$ cat config.mk
export PLATFORM = sky130hd
export DESIGN_NAME = rtcirq_top
export DESIGN_NICKNAME = d
export VERILOG_FILES = /design/src/include/rtcirq_pkg.sv /design/src/hw/rtcirq_alarm_store.sv /design/src/hw/rtcirq_prescaler.sv /design/src/hw/rtcirq_top.sv
export SDC_FILE = /design/constraint.sdc
export NUM_CORES = 1
export LEC_CHECK = 0
export ABC_AREA = 1
export BUFFER_PORTS_ARGS = -buffer_cell sky130_fd_sc_hd__buf_2
export CORE_ASPECT_RATIO = 1.5
export CORE_MARGIN = 2
export CORE_UTILIZATION = 55
export CTS_CLUSTER_SIZE = 14
export DETAILED_ROUTE_END_ITERATION = 6
export PLACE_DENSITY = 0.74
export SLEW_MARGIN = 20
export SYNTH_ARGS = -nofsm -noshare
export SYNTH_HDL_FRONTEND = slang
export SYNTH_SLANG_ARGS = --single-unit
$ cat constraint.sdc
create_clock -name clk_i -period 3.03 [get_ports clk_i]
set_input_delay 0.1515 -clock clk_i [delete_from_list [all_inputs] [get_ports clk_i]]
set_output_delay 0.1515 -clock clk_i [all_outputs]
set_load 0.005 [all_outputs]
$ cat src/include/rtcirq_pkg.sv
`default_nettype none
package rtcirq_pkg;

  // ****************************************************************
  // Register map
  // ****************************************************************
  localparam int unsigned ADDR_W = 5;
  localparam int unsigned DATA_W = 8;
  localparam int unsigned FIELD_W = 7;
  localparam logic [4:0] ADDR_OUT_CTRL = 5'h08;
  localparam logic [4:0] ADDR_WDOG = 5'h09;
  localparam logic [4:0] ADDR_ALARM1 = 5'h0A;
  localparam logic [4:0] ADDR_ALARM1_END = 5'h0E;
  localparam logic [4:0] ADDR_FLAGS = 5'h0F;
  localparam logic [4:0] ADDR_CD_VALUE = 5'h10;
  localparam logic [4:0] ADDR_CD_CTRL = 5'h11;
  localparam logic [4:0] ADDR_MISC = 5'h13;
  localparam logic [4:0] ADDR_ALARM2 = 5'h14;
  localparam logic [4:0] ADDR_ALARM2_END = 5'h18;
  localparam logic [3:0] ALARM_BYTES = 4'h5;
  localparam int unsigned ALARM_SLOTS = 10;
  localparam logic [3:0] ALARM_NONE = 4'hF;

  // ****************************************************************
  // Field positions and reset values
  // ****************************************************************
  localparam int unsigned OUT_LEVEL = 7;
  localparam int unsigned FLAG_AF1 = 6;
  localparam int unsigned CTRL_TE = 7;
  localparam int unsigned CTRL_TP = 6;
  localparam int unsigned CTRL_TIE = 5;
  localparam logic [7:0] CTRL_WMASK = 8'hE3;
  localparam int unsigned MISC_ALARM_IRQ_ENABLE = 7;
  localparam int unsigned MISC_ABE = 6;
  localparam int unsigned MISC_OSC_FAIL_IRQ_ENABLE = 5;
  localparam int unsigned MISC_SECOND_ALARM_ENABLE = 1;
  localparam logic [7:0] BYTE_RST = 8'h00;
  localparam logic OUT_LEVEL_RST = 1'b1;
  localparam logic [7:0] WD_RELEASE = 8'h00;

  // ****************************************************************
  // Timebase: bits of the 32.768 kHz divider per enable
  // ****************************************************************
  localparam int unsigned EN_W = 8;
  localparam int unsigned EN_8192 = 0;
  localparam int unsigned EN_4096 = 1;
  localparam int unsigned EN_64 = 2;
  localparam int unsigned EN_16 = 3;
  localparam int unsigned EN_4 = 4;
  localparam int unsigned EN_1 = 5;
  localparam int unsigned EN_QUARTER = 6;
  localparam int unsigned EN_MINUTE = 7;
  localparam int unsigned DIV_8192 = 2;
  localparam int unsigned DIV_4096 = 3;
  localparam int unsigned DIV_64 = 9;
  localparam int unsigned DIV_16 = 11;
  localparam int unsigned DIV_4 = 13;
  localparam int unsigned DIV_1 = 15;
  localparam logic [1:0] QUARTER_LAST = 2'h3;
  localparam logic [5:0] MINUTE_LAST = 6'h3B;

  // Pulse lengths counted in 8192 Hz ticks
  localparam logic [7:0] PULSE_FAST_ONE = 8'h01;
  localparam logic [7:0] PULSE_FAST = 8'h02;
  localparam logic [7:0] PULSE_MID_ONE = 8'h40;
  localparam logic [7:0] PULSE_SLOW = 8'h80;

  typedef enum logic [2:0] {
    WD_OFF = 3'b001,
    WD_RUN = 3'b010,
    WD_EXPIRED = 3'b100
  } rtcirq_wd_state_type;

  // Slot 0..4 for the first alarm, 5..9 for the second
  function automatic logic [3:0] alarm_index(input logic [4:0] a);
    logic [3:0] idx;
    idx = ALARM_NONE;
    if (a >= ADDR_ALARM1 && a <= ADDR_ALARM1_END) begin
      idx = 4'(a - ADDR_ALARM1);
    end else if (a >= ADDR_ALARM2 && a <= ADDR_ALARM2_END) begin
      idx = 4'(a - ADDR_ALARM2) + ALARM_BYTES;
    end
    return idx;
  endfunction : alarm_index

  // Compare mask {month, date, hour, minute, second}
  function automatic logic [4:0] rpt_mask(input logic [4:0] rpt);
    logic [4:0] m;
    case (rpt)
      5'h1F: m = 5'h00;
      5'h1E: m = 5'h01;
      5'h1C: m = 5'h03;
      5'h18: m = 5'h07;
      5'h10: m = 5'h0F;
      5'h00: m = 5'h1F;
      default: m = 5'h00;
    endcase
    return m;
  endfunction : rpt_mask

endpackage : rtcirq_pkg
`default_nettype wire

$ cat src/hw/rtcirq_alarm_store.sv
`timescale 1ns/10ps
`default_nettype none
module rtcirq_alarm_store (
  input wire logic clk_i,
  input wire logic nrst_i,
  input wire logic wr_i,
  input wire logic [rtcirq_pkg::ADDR_W-1:0] addr_i,
  input wire logic [rtcirq_pkg::DATA_W-1:0] wdata_i,
  output logic [rtcirq_pkg::ALARM_SLOTS*8-1:0] bytes_o
);
  import rtcirq_pkg::*;

  logic [7:0] mem_q [ALARM_SLOTS];
  logic [3:0] idx;

  // The second bank is plain storage until enabled by the owner
  assign idx = alarm_index(addr_i);

  always_ff @(posedge clk_i) begin
    if (!nrst_i) begin
      for (int i = 0; i < ALARM_SLOTS; i++) begin
        mem_q[i] <= BYTE_RST;
      end
    end else if (wr_i && idx != ALARM_NONE) begin
      mem_q[idx] <= wdata_i;
    end
  end

  // Every byte is visible at once so both comparators run in parallel
  for (genvar g = 0; g < ALARM_SLOTS; g++) begin : g_out
    assign bytes_o[8*g +: 8] = mem_q[g];
  end

endmodule : rtcirq_alarm_store
`default_nettype wire

$ cat src/hw/rtcirq_prescaler.sv
`timescale 1ns/10ps
`default_nettype none
module rtcirq_prescaler (
  input wire logic clk_i,
  input wire logic nrst_i,
  input wire logic tick_32k_i,
  output logic [rtcirq_pkg::EN_W-1:0] en_o
);
  import rtcirq_pkg::*;

  logic [14:0] div_q;
  logic [1:0] quarter_q;
  logic [5:0] minute_q;
  logic [EN_W-1:0] en_d;

  function automatic logic low_ones(input logic [14:0] v,
                                    input int unsigned n);
    logic [14:0] m;
    m = 15'((32'd1 << n) - 32'd1);
    return (v & m) == m;
  endfunction : low_ones

  // ****************************************************************
  // Single-domain enables from the oscillator tick
  // ****************************************************************
  assign en_d[EN_8192] = tick_32k_i & low_ones(div_q, DIV_8192);
  assign en_d[EN_4096] = tick_32k_i & low_ones(div_q, DIV_4096);
  assign en_d[EN_64] = tick_32k_i & low_ones(div_q, DIV_64);
  assign en_d[EN_16] = tick_32k_i & low_ones(div_q, DIV_16);
  assign en_d[EN_4] = tick_32k_i & low_ones(div_q, DIV_4);
  assign en_d[EN_1] = tick_32k_i & low_ones(div_q, DIV_1);
  assign en_d[EN_QUARTER] = en_d[EN_1] & (quarter_q == QUARTER_LAST);
  assign en_d[EN_MINUTE] = en_d[EN_1] & (minute_q == MINUTE_LAST);

  always_ff @(posedge clk_i) begin
    if (!nrst_i) begin
      div_q <= '0;
      en_o <= '0;
    end else begin
      div_q <= div_q + 15'(tick_32k_i);
      en_o <= en_d;
    end
  end

  always_ff @(posedge clk_i) begin
    if (!nrst_i) begin
      quarter_q <= '0;
      minute_q <= '0;
    end else if (en_d[EN_1]) begin
      quarter_q <= quarter_q + 2'h1;
      minute_q <= en_d[EN_MINUTE] ? 6'h00 : minute_q + 6'h01;
    end
  end

endmodule : rtcirq_prescaler
`default_nettype wire

$ cat src/hw/rtcirq_top.sv
`timescale 1ns/10ps
`default_nettype none
module rtcirq_top (
  input wire logic clk_i,
  input wire logic nrst_i,
  input wire logic [rtcirq_pkg::ADDR_W-1:0] reg_addr_i,
  input wire logic reg_wr_i,
  input wire logic reg_rd_i,
  input wire logic [rtcirq_pkg::DATA_W-1:0] reg_wdata_i,
  output logic [rtcirq_pkg::DATA_W-1:0] reg_rdata_o,
  input wire logic tick_32k_i,
  input wire logic sec_tick_i,
  input wire logic [rtcirq_pkg::FIELD_W-1:0] time_month_i,
  input wire logic [rtcirq_pkg::FIELD_W-1:0] time_date_i,
  input wire logic [rtcirq_pkg::FIELD_W-1:0] time_hour_i,
  input wire logic [rtcirq_pkg::FIELD_W-1:0] time_min_i,
  input wire logic [rtcirq_pkg::FIELD_W-1:0] time_sec_i,
  input wire logic backup_mode_i,
  input wire logic power_down_i,
  input wire logic battery_weak_i,
  input wire logic osc_stopped_i,
  output logic shared_interrupt_pin_o,
  output logic shared_interrupt_pin_oe_o
);
  import rtcirq_pkg::*;

  // ****************************************************************
  // Pin synchronisers: backup, power-down, battery, oscillator
  // ****************************************************************
  logic [3:0] sync1_q;
  logic [3:0] sync2_q;
  logic in_backup;
  logic in_pd;
  logic batt_flag;
  logic osc_flag;

  always_ff @(posedge clk_i) begin
    if (!nrst_i) begin
      sync1_q <= '0;
      sync2_q <= '0;
    end else begin
      sync1_q <= {osc_stopped_i, battery_weak_i, power_down_i, backup_mode_i};
      sync2_q <= sync1_q;
    end
  end

  assign in_backup = sync2_q[0];
  assign in_pd = sync2_q[1];
  assign batt_flag = sync2_q[2];
  assign osc_flag = sync2_q[3];

  // ****************************************************************
  // Register decode
  // ****************************************************************
  logic wr_out;
  logic wr_wd;
  logic wr_cnt;
  logic wr_ctrl;
  logic wr_misc;
  logic rd_flags;
  logic ptr_on_flags;
  logic [3:0] aidx;

  assign wr_out = reg_wr_i & (reg_addr_i == ADDR_OUT_CTRL);
  assign wr_wd = reg_wr_i & (reg_addr_i == ADDR_WDOG);
  assign wr_cnt = reg_wr_i & (reg_addr_i == ADDR_CD_VALUE);
  assign wr_ctrl = reg_wr_i & (reg_addr_i == ADDR_CD_CTRL);
  assign wr_misc = reg_wr_i & (reg_addr_i == ADDR_MISC);
  assign rd_flags = reg_rd_i & (reg_addr_i == ADDR_FLAGS);
  assign ptr_on_flags = reg_addr_i == ADDR_FLAGS;
  assign aidx = alarm_index(reg_addr_i);

  // Set wins over a clear in the same cycle
  function automatic logic sticky(input logic q, input logic set,
                                  input logic clr);
    return set | (q & ~clr);
  endfunction : sticky

  // ****************************************************************
  // Control registers
  // ****************************************************************
  logic out_level_q;
  logic [7:0] wd_reg_q;
  logic [7:0] ctrl_q;
  logic alarm_irq_enable_q;
  logic abe_q;
  logic osc_fail_irq_enable_q;
  logic second_alarm_enable_q;

  always_ff @(posedge clk_i) begin
    if (!nrst_i) begin
      out_level_q <= OUT_LEVEL_RST;
      wd_reg_q <= BYTE_RST;
      alarm_irq_enable_q <= 1'b0;
      abe_q <= 1'b0;
      osc_fail_irq_enable_q <= 1'b0;
      second_alarm_enable_q <= 1'b0;
    end else begin
      if (wr_out) out_level_q <= reg_wdata_i[OUT_LEVEL];
      if (wr_wd) wd_reg_q <= reg_wdata_i;
      if (wr_misc) begin
        alarm_irq_enable_q <= reg_wdata_i[MISC_ALARM_IRQ_ENABLE];
        abe_q <= reg_wdata_i[MISC_ABE];
        osc_fail_irq_enable_q <= reg_wdata_i[MISC_OSC_FAIL_IRQ_ENABLE];
        second_alarm_enable_q <= reg_wdata_i[MISC_SECOND_ALARM_ENABLE];
      end
    end
  end

  // Power-down wins over a write so the timer never runs unpowered
  always_ff @(posedge clk_i) begin
    if (!nrst_i) begin
      ctrl_q <= BYTE_RST;
    end else if (in_pd) begin
      ctrl_q[CTRL_TE] <= 1'b0;
    end else if (wr_ctrl) begin
      ctrl_q <= reg_wdata_i & CTRL_WMASK;
    end
  end

  // ****************************************************************
  // Timebase and alarm storage
  // ****************************************************************
  logic [EN_W-1:0] en;
  logic [ALARM_SLOTS*8-1:0] al_bytes;

  rtcirq_prescaler u_prescaler (
    .clk_i(clk_i),
    .nrst_i(nrst_i),
    .tick_32k_i(tick_32k_i),
    .en_o(en)
  );

  rtcirq_alarm_store u_alarm_store (
    .clk_i(clk_i),
    .nrst_i(nrst_i),
    .wr_i(reg_wr_i),
    .addr_i(reg_addr_i),
    .wdata_i(reg_wdata_i),
    .bytes_o(al_bytes)
  );

  // ****************************************************************
  // Alarms
  // ****************************************************************
  logic [34:0] now;
  logic a1_set;
  logic a2_set;
  logic af1_q;
  logic af2_q;

  function automatic logic alarm_match(input logic [39:0] al,
                                       input logic [34:0] t);
    logic [4:0] eq;
    logic [4:0] rpt;
    rpt = {al[7], al[15], al[23], al[31], al[39]};
    eq = {al[6:0] == t[34:28], al[14:8] == t[27:21],
          al[22:16] == t[20:14], al[30:24] == t[13:7],
          al[38:32] == t[6:0]};
    return &(eq | ~rpt_mask(rpt));
  endfunction : alarm_match

  assign now = {time_month_i, time_date_i, time_hour_i, time_min_i,
                time_sec_i};
  // A parked pointer drops the match rather than deferring it
  assign a1_set = sec_tick_i & ~ptr_on_flags
                  & alarm_match(al_bytes[39:0], now);
  assign a2_set = sec_tick_i & ~ptr_on_flags & second_alarm_enable_q
                  & alarm_match(al_bytes[79:40], now);

  always_ff @(posedge clk_i) begin
    if (!nrst_i) begin
      af1_q <= 1'b0;
      af2_q <= 1'b0;
    end else begin
      af1_q <= sticky(af1_q, a1_set, rd_flags);
      af2_q <= sticky(af2_q, a2_set, rd_flags);
    end
  end

  // ****************************************************************
  // Watchdog
  // ****************************************************************
  rtcirq_wd_state_type wd_state_q;
  rtcirq_wd_state_type wd_state_d;
  logic [4:0] wd_cnt_q;
  logic [4:0] wd_mult;
  logic [3:0] wd_res_en;
  logic wd_tick;
  logic wd_hit;
  logic wdf_q;

  assign wd_mult = wd_reg_q[6:2];
  assign wd_res_en = {en[EN_QUARTER], en[EN_1], en[EN_4], en[EN_16]};
  assign wd_tick = wd_res_en[wd_reg_q[1:0]];
  // A restart in the timeout cycle wins, so flag and state are set in the same cycle
  assign wd_hit = (wd_state_q == WD_RUN) & wd_tick & ~wr_wd
                  & (5'(wd_cnt_q + 5'h01) == wd_mult);

  always_comb begin
    wd_state_d = wd_state_q;
    unique case (wd_state_q)
      WD_OFF, WD_RUN: begin
        if (wr_wd) begin
          wd_state_d = (reg_wdata_i[6:2] != 5'h00) ? WD_RUN : WD_OFF;
        end else if (wd_hit) begin
          wd_state_d = WD_EXPIRED;
        end
      end
      WD_EXPIRED: begin
        if (wr_wd && reg_wdata_i == WD_RELEASE) wd_state_d = WD_OFF;
      end
      default: wd_state_d = WD_OFF;
    endcase
  end

  always_ff @(posedge clk_i) begin
    if (!nrst_i) begin
      wd_state_q <= WD_OFF;
      wd_cnt_q <= 5'h00;
      wdf_q <= 1'b0;
    end else begin
      wd_state_q <= wd_state_d;
      if (wr_wd) wd_cnt_q <= 5'h00;
      else if (wd_state_q == WD_RUN && wd_tick) wd_cnt_q <= wd_cnt_q + 5'h01;
      wdf_q <= sticky(wdf_q, wd_hit, rd_flags);
    end
  end

  // ****************************************************************
  // Countdown timer
  // ****************************************************************
  logic [7:0] count_q;
  logic [7:0] load_q;
  logic [7:0] pulse_q;
  logic [7:0] pulse_len;
  logic [3:0] src_en;
  logic cd_tick;
  logic cd_run;
  logic cd_expire;
  logic pulse_on;
  logic tf_q;

  assign src_en = {en[EN_MINUTE], en[EN_1], en[EN_64], en[EN_4096]};
  assign cd_tick = src_en[ctrl_q[1:0]];
  assign cd_run = ctrl_q[CTRL_TE] & (load_q != 8'h00);
  assign cd_expire = cd_run & cd_tick & (count_q <= 8'h01);
  assign pulse_on = ctrl_q[CTRL_TE] & ctrl_q[CTRL_TIE] & ctrl_q[CTRL_TP];
  assign pulse_len = (ctrl_q[1:0] == 2'h0) ?
                       ((load_q == 8'h01) ? PULSE_FAST_ONE : PULSE_FAST) :
                     (ctrl_q[1:0] == 2'h1) ?
                       ((load_q == 8'h01) ? PULSE_MID_ONE : PULSE_SLOW) :
                     PULSE_SLOW;

  // The held count survives a stop so counting resumes where it left off
  always_ff @(posedge clk_i) begin
    if (!nrst_i) begin
      count_q <= BYTE_RST;
      load_q <= BYTE_RST;
    end else if (wr_cnt) begin
      count_q <= reg_wdata_i;
      load_q <= reg_wdata_i;
    end else if (cd_expire) begin
      count_q <= load_q;
    end else if (cd_run && cd_tick) begin
      count_q <= count_q - 8'h01;
    end
  end

  always_ff @(posedge clk_i) begin
    if (!nrst_i) begin
      tf_q <= 1'b0;
      pulse_q <= 8'h00;
    end else begin
      tf_q <= sticky(tf_q, cd_expire, rd_flags);
      if (!pulse_on) pulse_q <= 8'h00;
      else if (cd_expire) pulse_q <= pulse_len;
      else if (pulse_q != 8'h00 && en[EN_8192]) pulse_q <= pulse_q - 8'h01;
    end
  end

  // ****************************************************************
  // Read path
  // ****************************************************************
  logic [7:0] flags_rd;
  logic [7:0] misc_rd;
  logic [7:0] rd_mux;
  logic [7:0] rdata_q;

  assign flags_rd = {wdf_q, af1_q, af2_q, batt_flag, tf_q, osc_flag, 2'b00};
  assign misc_rd = {alarm_irq_enable_q, abe_q, osc_fail_irq_enable_q, 3'b000, second_alarm_enable_q, 1'b0};
  assign rd_mux = (aidx != ALARM_NONE) ? al_bytes[{aidx, 3'b000} +: 8] :
                  (reg_addr_i == ADDR_OUT_CTRL) ? {out_level_q, 7'h00} :
                  (reg_addr_i == ADDR_WDOG) ? wd_reg_q :
                  (reg_addr_i == ADDR_FLAGS) ? flags_rd :
                  (reg_addr_i == ADDR_CD_VALUE) ? count_q :
                  (reg_addr_i == ADDR_CD_CTRL) ? ctrl_q :
                  (reg_addr_i == ADDR_MISC) ? misc_rd : 8'h00;

  // Flags are captured before the clear lands, hence the later read
  always_ff @(posedge clk_i) begin
    if (!nrst_i) rdata_q <= 8'h00;
    else if (reg_rd_i) rdata_q <= rd_mux;
  end

  assign reg_rdata_o = rdata_q;

  // ****************************************************************
  // Shared interrupt pin
  // ****************************************************************
  logic alarm_irq;
  logic wd_irq;
  logic timer_irq;
  logic osc_irq;
  logic any_en;
  logic pin_src;
  logic pin_oe_q;
  logic pin_q;

  assign alarm_irq = alarm_irq_enable_q & (af1_q | af2_q) & (~in_backup | abe_q);
  assign wd_irq = wd_state_q == WD_EXPIRED;
  assign timer_irq = ctrl_q[CTRL_TIE] & (ctrl_q[CTRL_TP] ?
                     (pulse_on & (pulse_q != 8'h00)) : tf_q);
  assign osc_irq = osc_fail_irq_enable_q & osc_flag;
  assign any_en = alarm_irq_enable_q | osc_fail_irq_enable_q | ctrl_q[CTRL_TIE] | (wd_state_q != WD_OFF);
  assign pin_src = alarm_irq | wd_irq | timer_irq | osc_irq;

  always_ff @(posedge clk_i) begin
    if (!nrst_i) begin
      pin_oe_q <= 1'b0;
      pin_q <= 1'b0;
    end else begin
      pin_oe_q <= pin_src | (~any_en & ~out_level_q);
      pin_q <= 1'b0;
    end
  end

  assign shared_interrupt_pin_oe_o = pin_oe_q;
  assign shared_interrupt_pin_o = pin_q;
endmodule : rtcirq_top
`default_nettype wire

==> impl_metrics.tcl <==
set metrics [dict create \
    outcome "completed" \
    p_leak_nw 4.82 \
    place_hpwl_mm 21.7 \
    grt_pass1_vias 8939 \
    io_pins 68 \
    cts_tree "yes" \
    crit_fanout 11 \
    rsz0062_at_grt "false" \
    die_h_um 170 \
    path_clk_slew_ps 80 \
    overflow 0 \
    synthCells 1323 \
    diodes 0 \
    grt_max_degree 47 \
    power_density_mw_per_mm2 504 \
    criticalPathCategory "in2reg" \
    synth.most_common_cell "nand2_1" \
    synth_common_cells "260 x nand2_1, 173 x nor2_1, 158 x inv_1, 119 x nand3_1, 102 x dfxtp_1" \
    ys_types 44 \
    nets 1462 \
    synth_top_cell_area_share_pct 23.8 \
    slew_headroom_pct 34.6 \
    start_util_pct 56.3 \
    cp-start-kind "primary input" \
    synth-edff-count 80 \
    crit_top_cell "nand2_1" \
    htreeDepth 4 \
    cts.path.max_buffers 2 \
    core_area_mm2 0.0179 \
    numCtsBuffers 17 \
    place_congestion 0.957 \
    cts-root-buf "clkbuf_16" \
    via_per_inst 5.61 \
    fillCellCount 1630 \
    drv_cap 0 \
    ys.warnings.count 0 \
    stdcell_count 1619 \
    ys_seq_elements 182 \
    synth_ff_type "dfxtp_1" \
    setup_tns_ps 0 \
    clock-sinks 182 \
    finalCritPeriodShare_pct 77.3 \
    finalWirelength_mm 28.6 \
    timing.final.max_slew_violations 0 \
    hp-class "in2reg" \
    dieArea_mm2 0.0195 \
    fin_skew_ps 9.89 \
    whs_ps 19.5 \
    ant_nets 0 \
    critical_path_required_ps 3130 \
    critPathCaptureType "register" \
    synthToLayoutAreaGrowth_pct 11.5 \
    synth.area.top_cells "edfxtp_1 24%, dfxtp_1 20%, nand2_1 9.7%, nor2_1 6.4%, nand3_1 5.9%" \
    seq_area_frac_synth_pct 44.0 \
    drive_gt1_share_pct 12.1 \
    syn_nets 1396 \
    grt_first_pass_wirelength_mm 44.8 \
    finalCriticalPeriod_ps 2340 \
    post-cts-setup-buffer-count 0 \
    dr_total_vias 9087 \
    cpMaxStageDelayCell "nand2_1" \
    fp-row-count 60 \
    syn_area_per_cell_um2 7.63 \
    place.port_buffers 66 \
    antenna_found_initial 0 \
    timing.final.hold_violations 0 \
    drtIter0Drc 755 \
    postCtsResizedCells 0 \
    dp.cells 1583 \
    grt_usage_pct 30.2 \
    ys_async_sr_fraction_pct 0 \
    synthesis.area_mm2 0.0101 \
    cts_hold_buf 4 \
    wl_per_cell_um 17.6 \
    die_w_um 115 \
    clk_latency_ps 440 \
    max_freq_mhz 427 \
    drc 0 \
    cp_cell_sequence "buf_2, inv_1, ha_1, inv_1, nand2_1, nand2_2, nand3_1, nand2_1, nor2_2, nand2_4, nand3_2, inv_2, buf_4, o21ai_4, nand3_1, nand2_1" \
    yosys.area.top_type "edfxtp_1" \
    setup_viol 0 \
    crit_arrival_ps 2450 \
    tightestPinTransition_ps 973 \
    max_stage_delay_ps 310 \
    ir_worst_vdd_uv 355 \
    dr.pass1.iters 7 \
]
## path summary, 6_finish.rpt
| path | start | endpoint | slack, ps | cells after the start |
|---|---|---|---|---|
| hold / removal | tick_32k_i | u_prescaler.en_o[4] | 20 | 3 |
| hold reg to reg | sync1_q[2] | sync2_q[2] | 410 | 2 |
| setup reg to reg | ctrl_q[0] | pulse_q[7] | 1000 | 8 |
| setup / recovery | reg_addr_i[1] | u_alarm_store.mem_q[5][3] | 690 | 16 |
## metal layers
layer	vias up	track usage [%]	wire length [um]
met1	4181	31.6	10200
met2	345	55.9	14900
li1	4447	-	-
met5	-	0	0
met3	114	4.02	1400
met4	0	19.1	2060
## stage by stage
stage	total power [mW]	setup WS [ps]	util, %	area [um2]
3_3_place_gp	3.50	368	59.2	10600
2_1_floorplan	3.25	610	-	10100
4_1_cts	5.67	730	62.7	11300
6_report	5.68	687	62.7	11300
5_1_grt	5.86	414	62.7	11300
3_5_place_dp	3.51	285	59.2	10600
## placed cells by master (no fill, tap or decap), types with 8 or more instances in the layout
cell         n
nor3_1      18
buf_4       12
o21ai_0     65
nand2_2     18
or2_2       17
nor2_1     173
buf_2       66
nand2_1    260
inv_1      158
dfxtp_1    102
ha_1        15
inv_2        8
edfxtp_1    80
o211ai_1    13
a21oi_1     78
nand3_1    119
nand3b_1    16
clkbuf_16   17
nand4_1     17
xor2_1      46
xnor2_1     38
## state kept, by name, summed over array words and instances (netlist names), 2 cells and up
name	flops
u_prescaler.div_q	15
ctrl_q	5
sync1_q	4
u_prescaler.minute_q	6
u_prescaler.quarter_q	2
wd_reg_q	8
reg_rdata_o	8
pulse_q	8
sync2_q	4
u_alarm_store.mem_q	80
load_q	8
wd_state_q	3
count_q	8
wd_cnt_q	5
u_prescaler.en_o	8
## worst max-delay path, delay by kind of cell
kind / cells / cell delay [ps]
buf+inv: 5 / 540
fa+ha+maj: 1 / 200
simple gates: 9 / 1420
compound gates: 1 / 120
## report_power, final
part | internal, mW | switching (mW) | leakage (nW)
sequential | 2.66 | 0.0802 | 1.59
combinational | 0.256 | 0.477 | 2.94
clock | 1.17 | 1.04 | 0.291
## logic make-up (layout without fill, tap and decap cells)
group,after synthesis,count (layout),share of synthesized area [%]
adders and majority gates,15,15,1.86
AOI/OAI and AO/OA,174,174,9.44
buffers and inverters,202,281,7.77
and+or+nand+nor,665,665,29.6
other,1,1,0.0371
DFF,182,182,44.0
xor gates and xnor gates,84,84,7.29
## area by class of cell
class	count	area (um2)	share of cell area, %
Clock buffer	17	425	3.78
Tap cell	217	272	2.41
Multi-Input combinational cell	939	4870	43.2
Inverter	167	627	5.57
Clock inverter	15	161	1.43
Timing Repair Buffer	82	460	4.09
Sequential cell	182	4440	39.5
No activity file was read; power rests on OpenSTA's default activity.
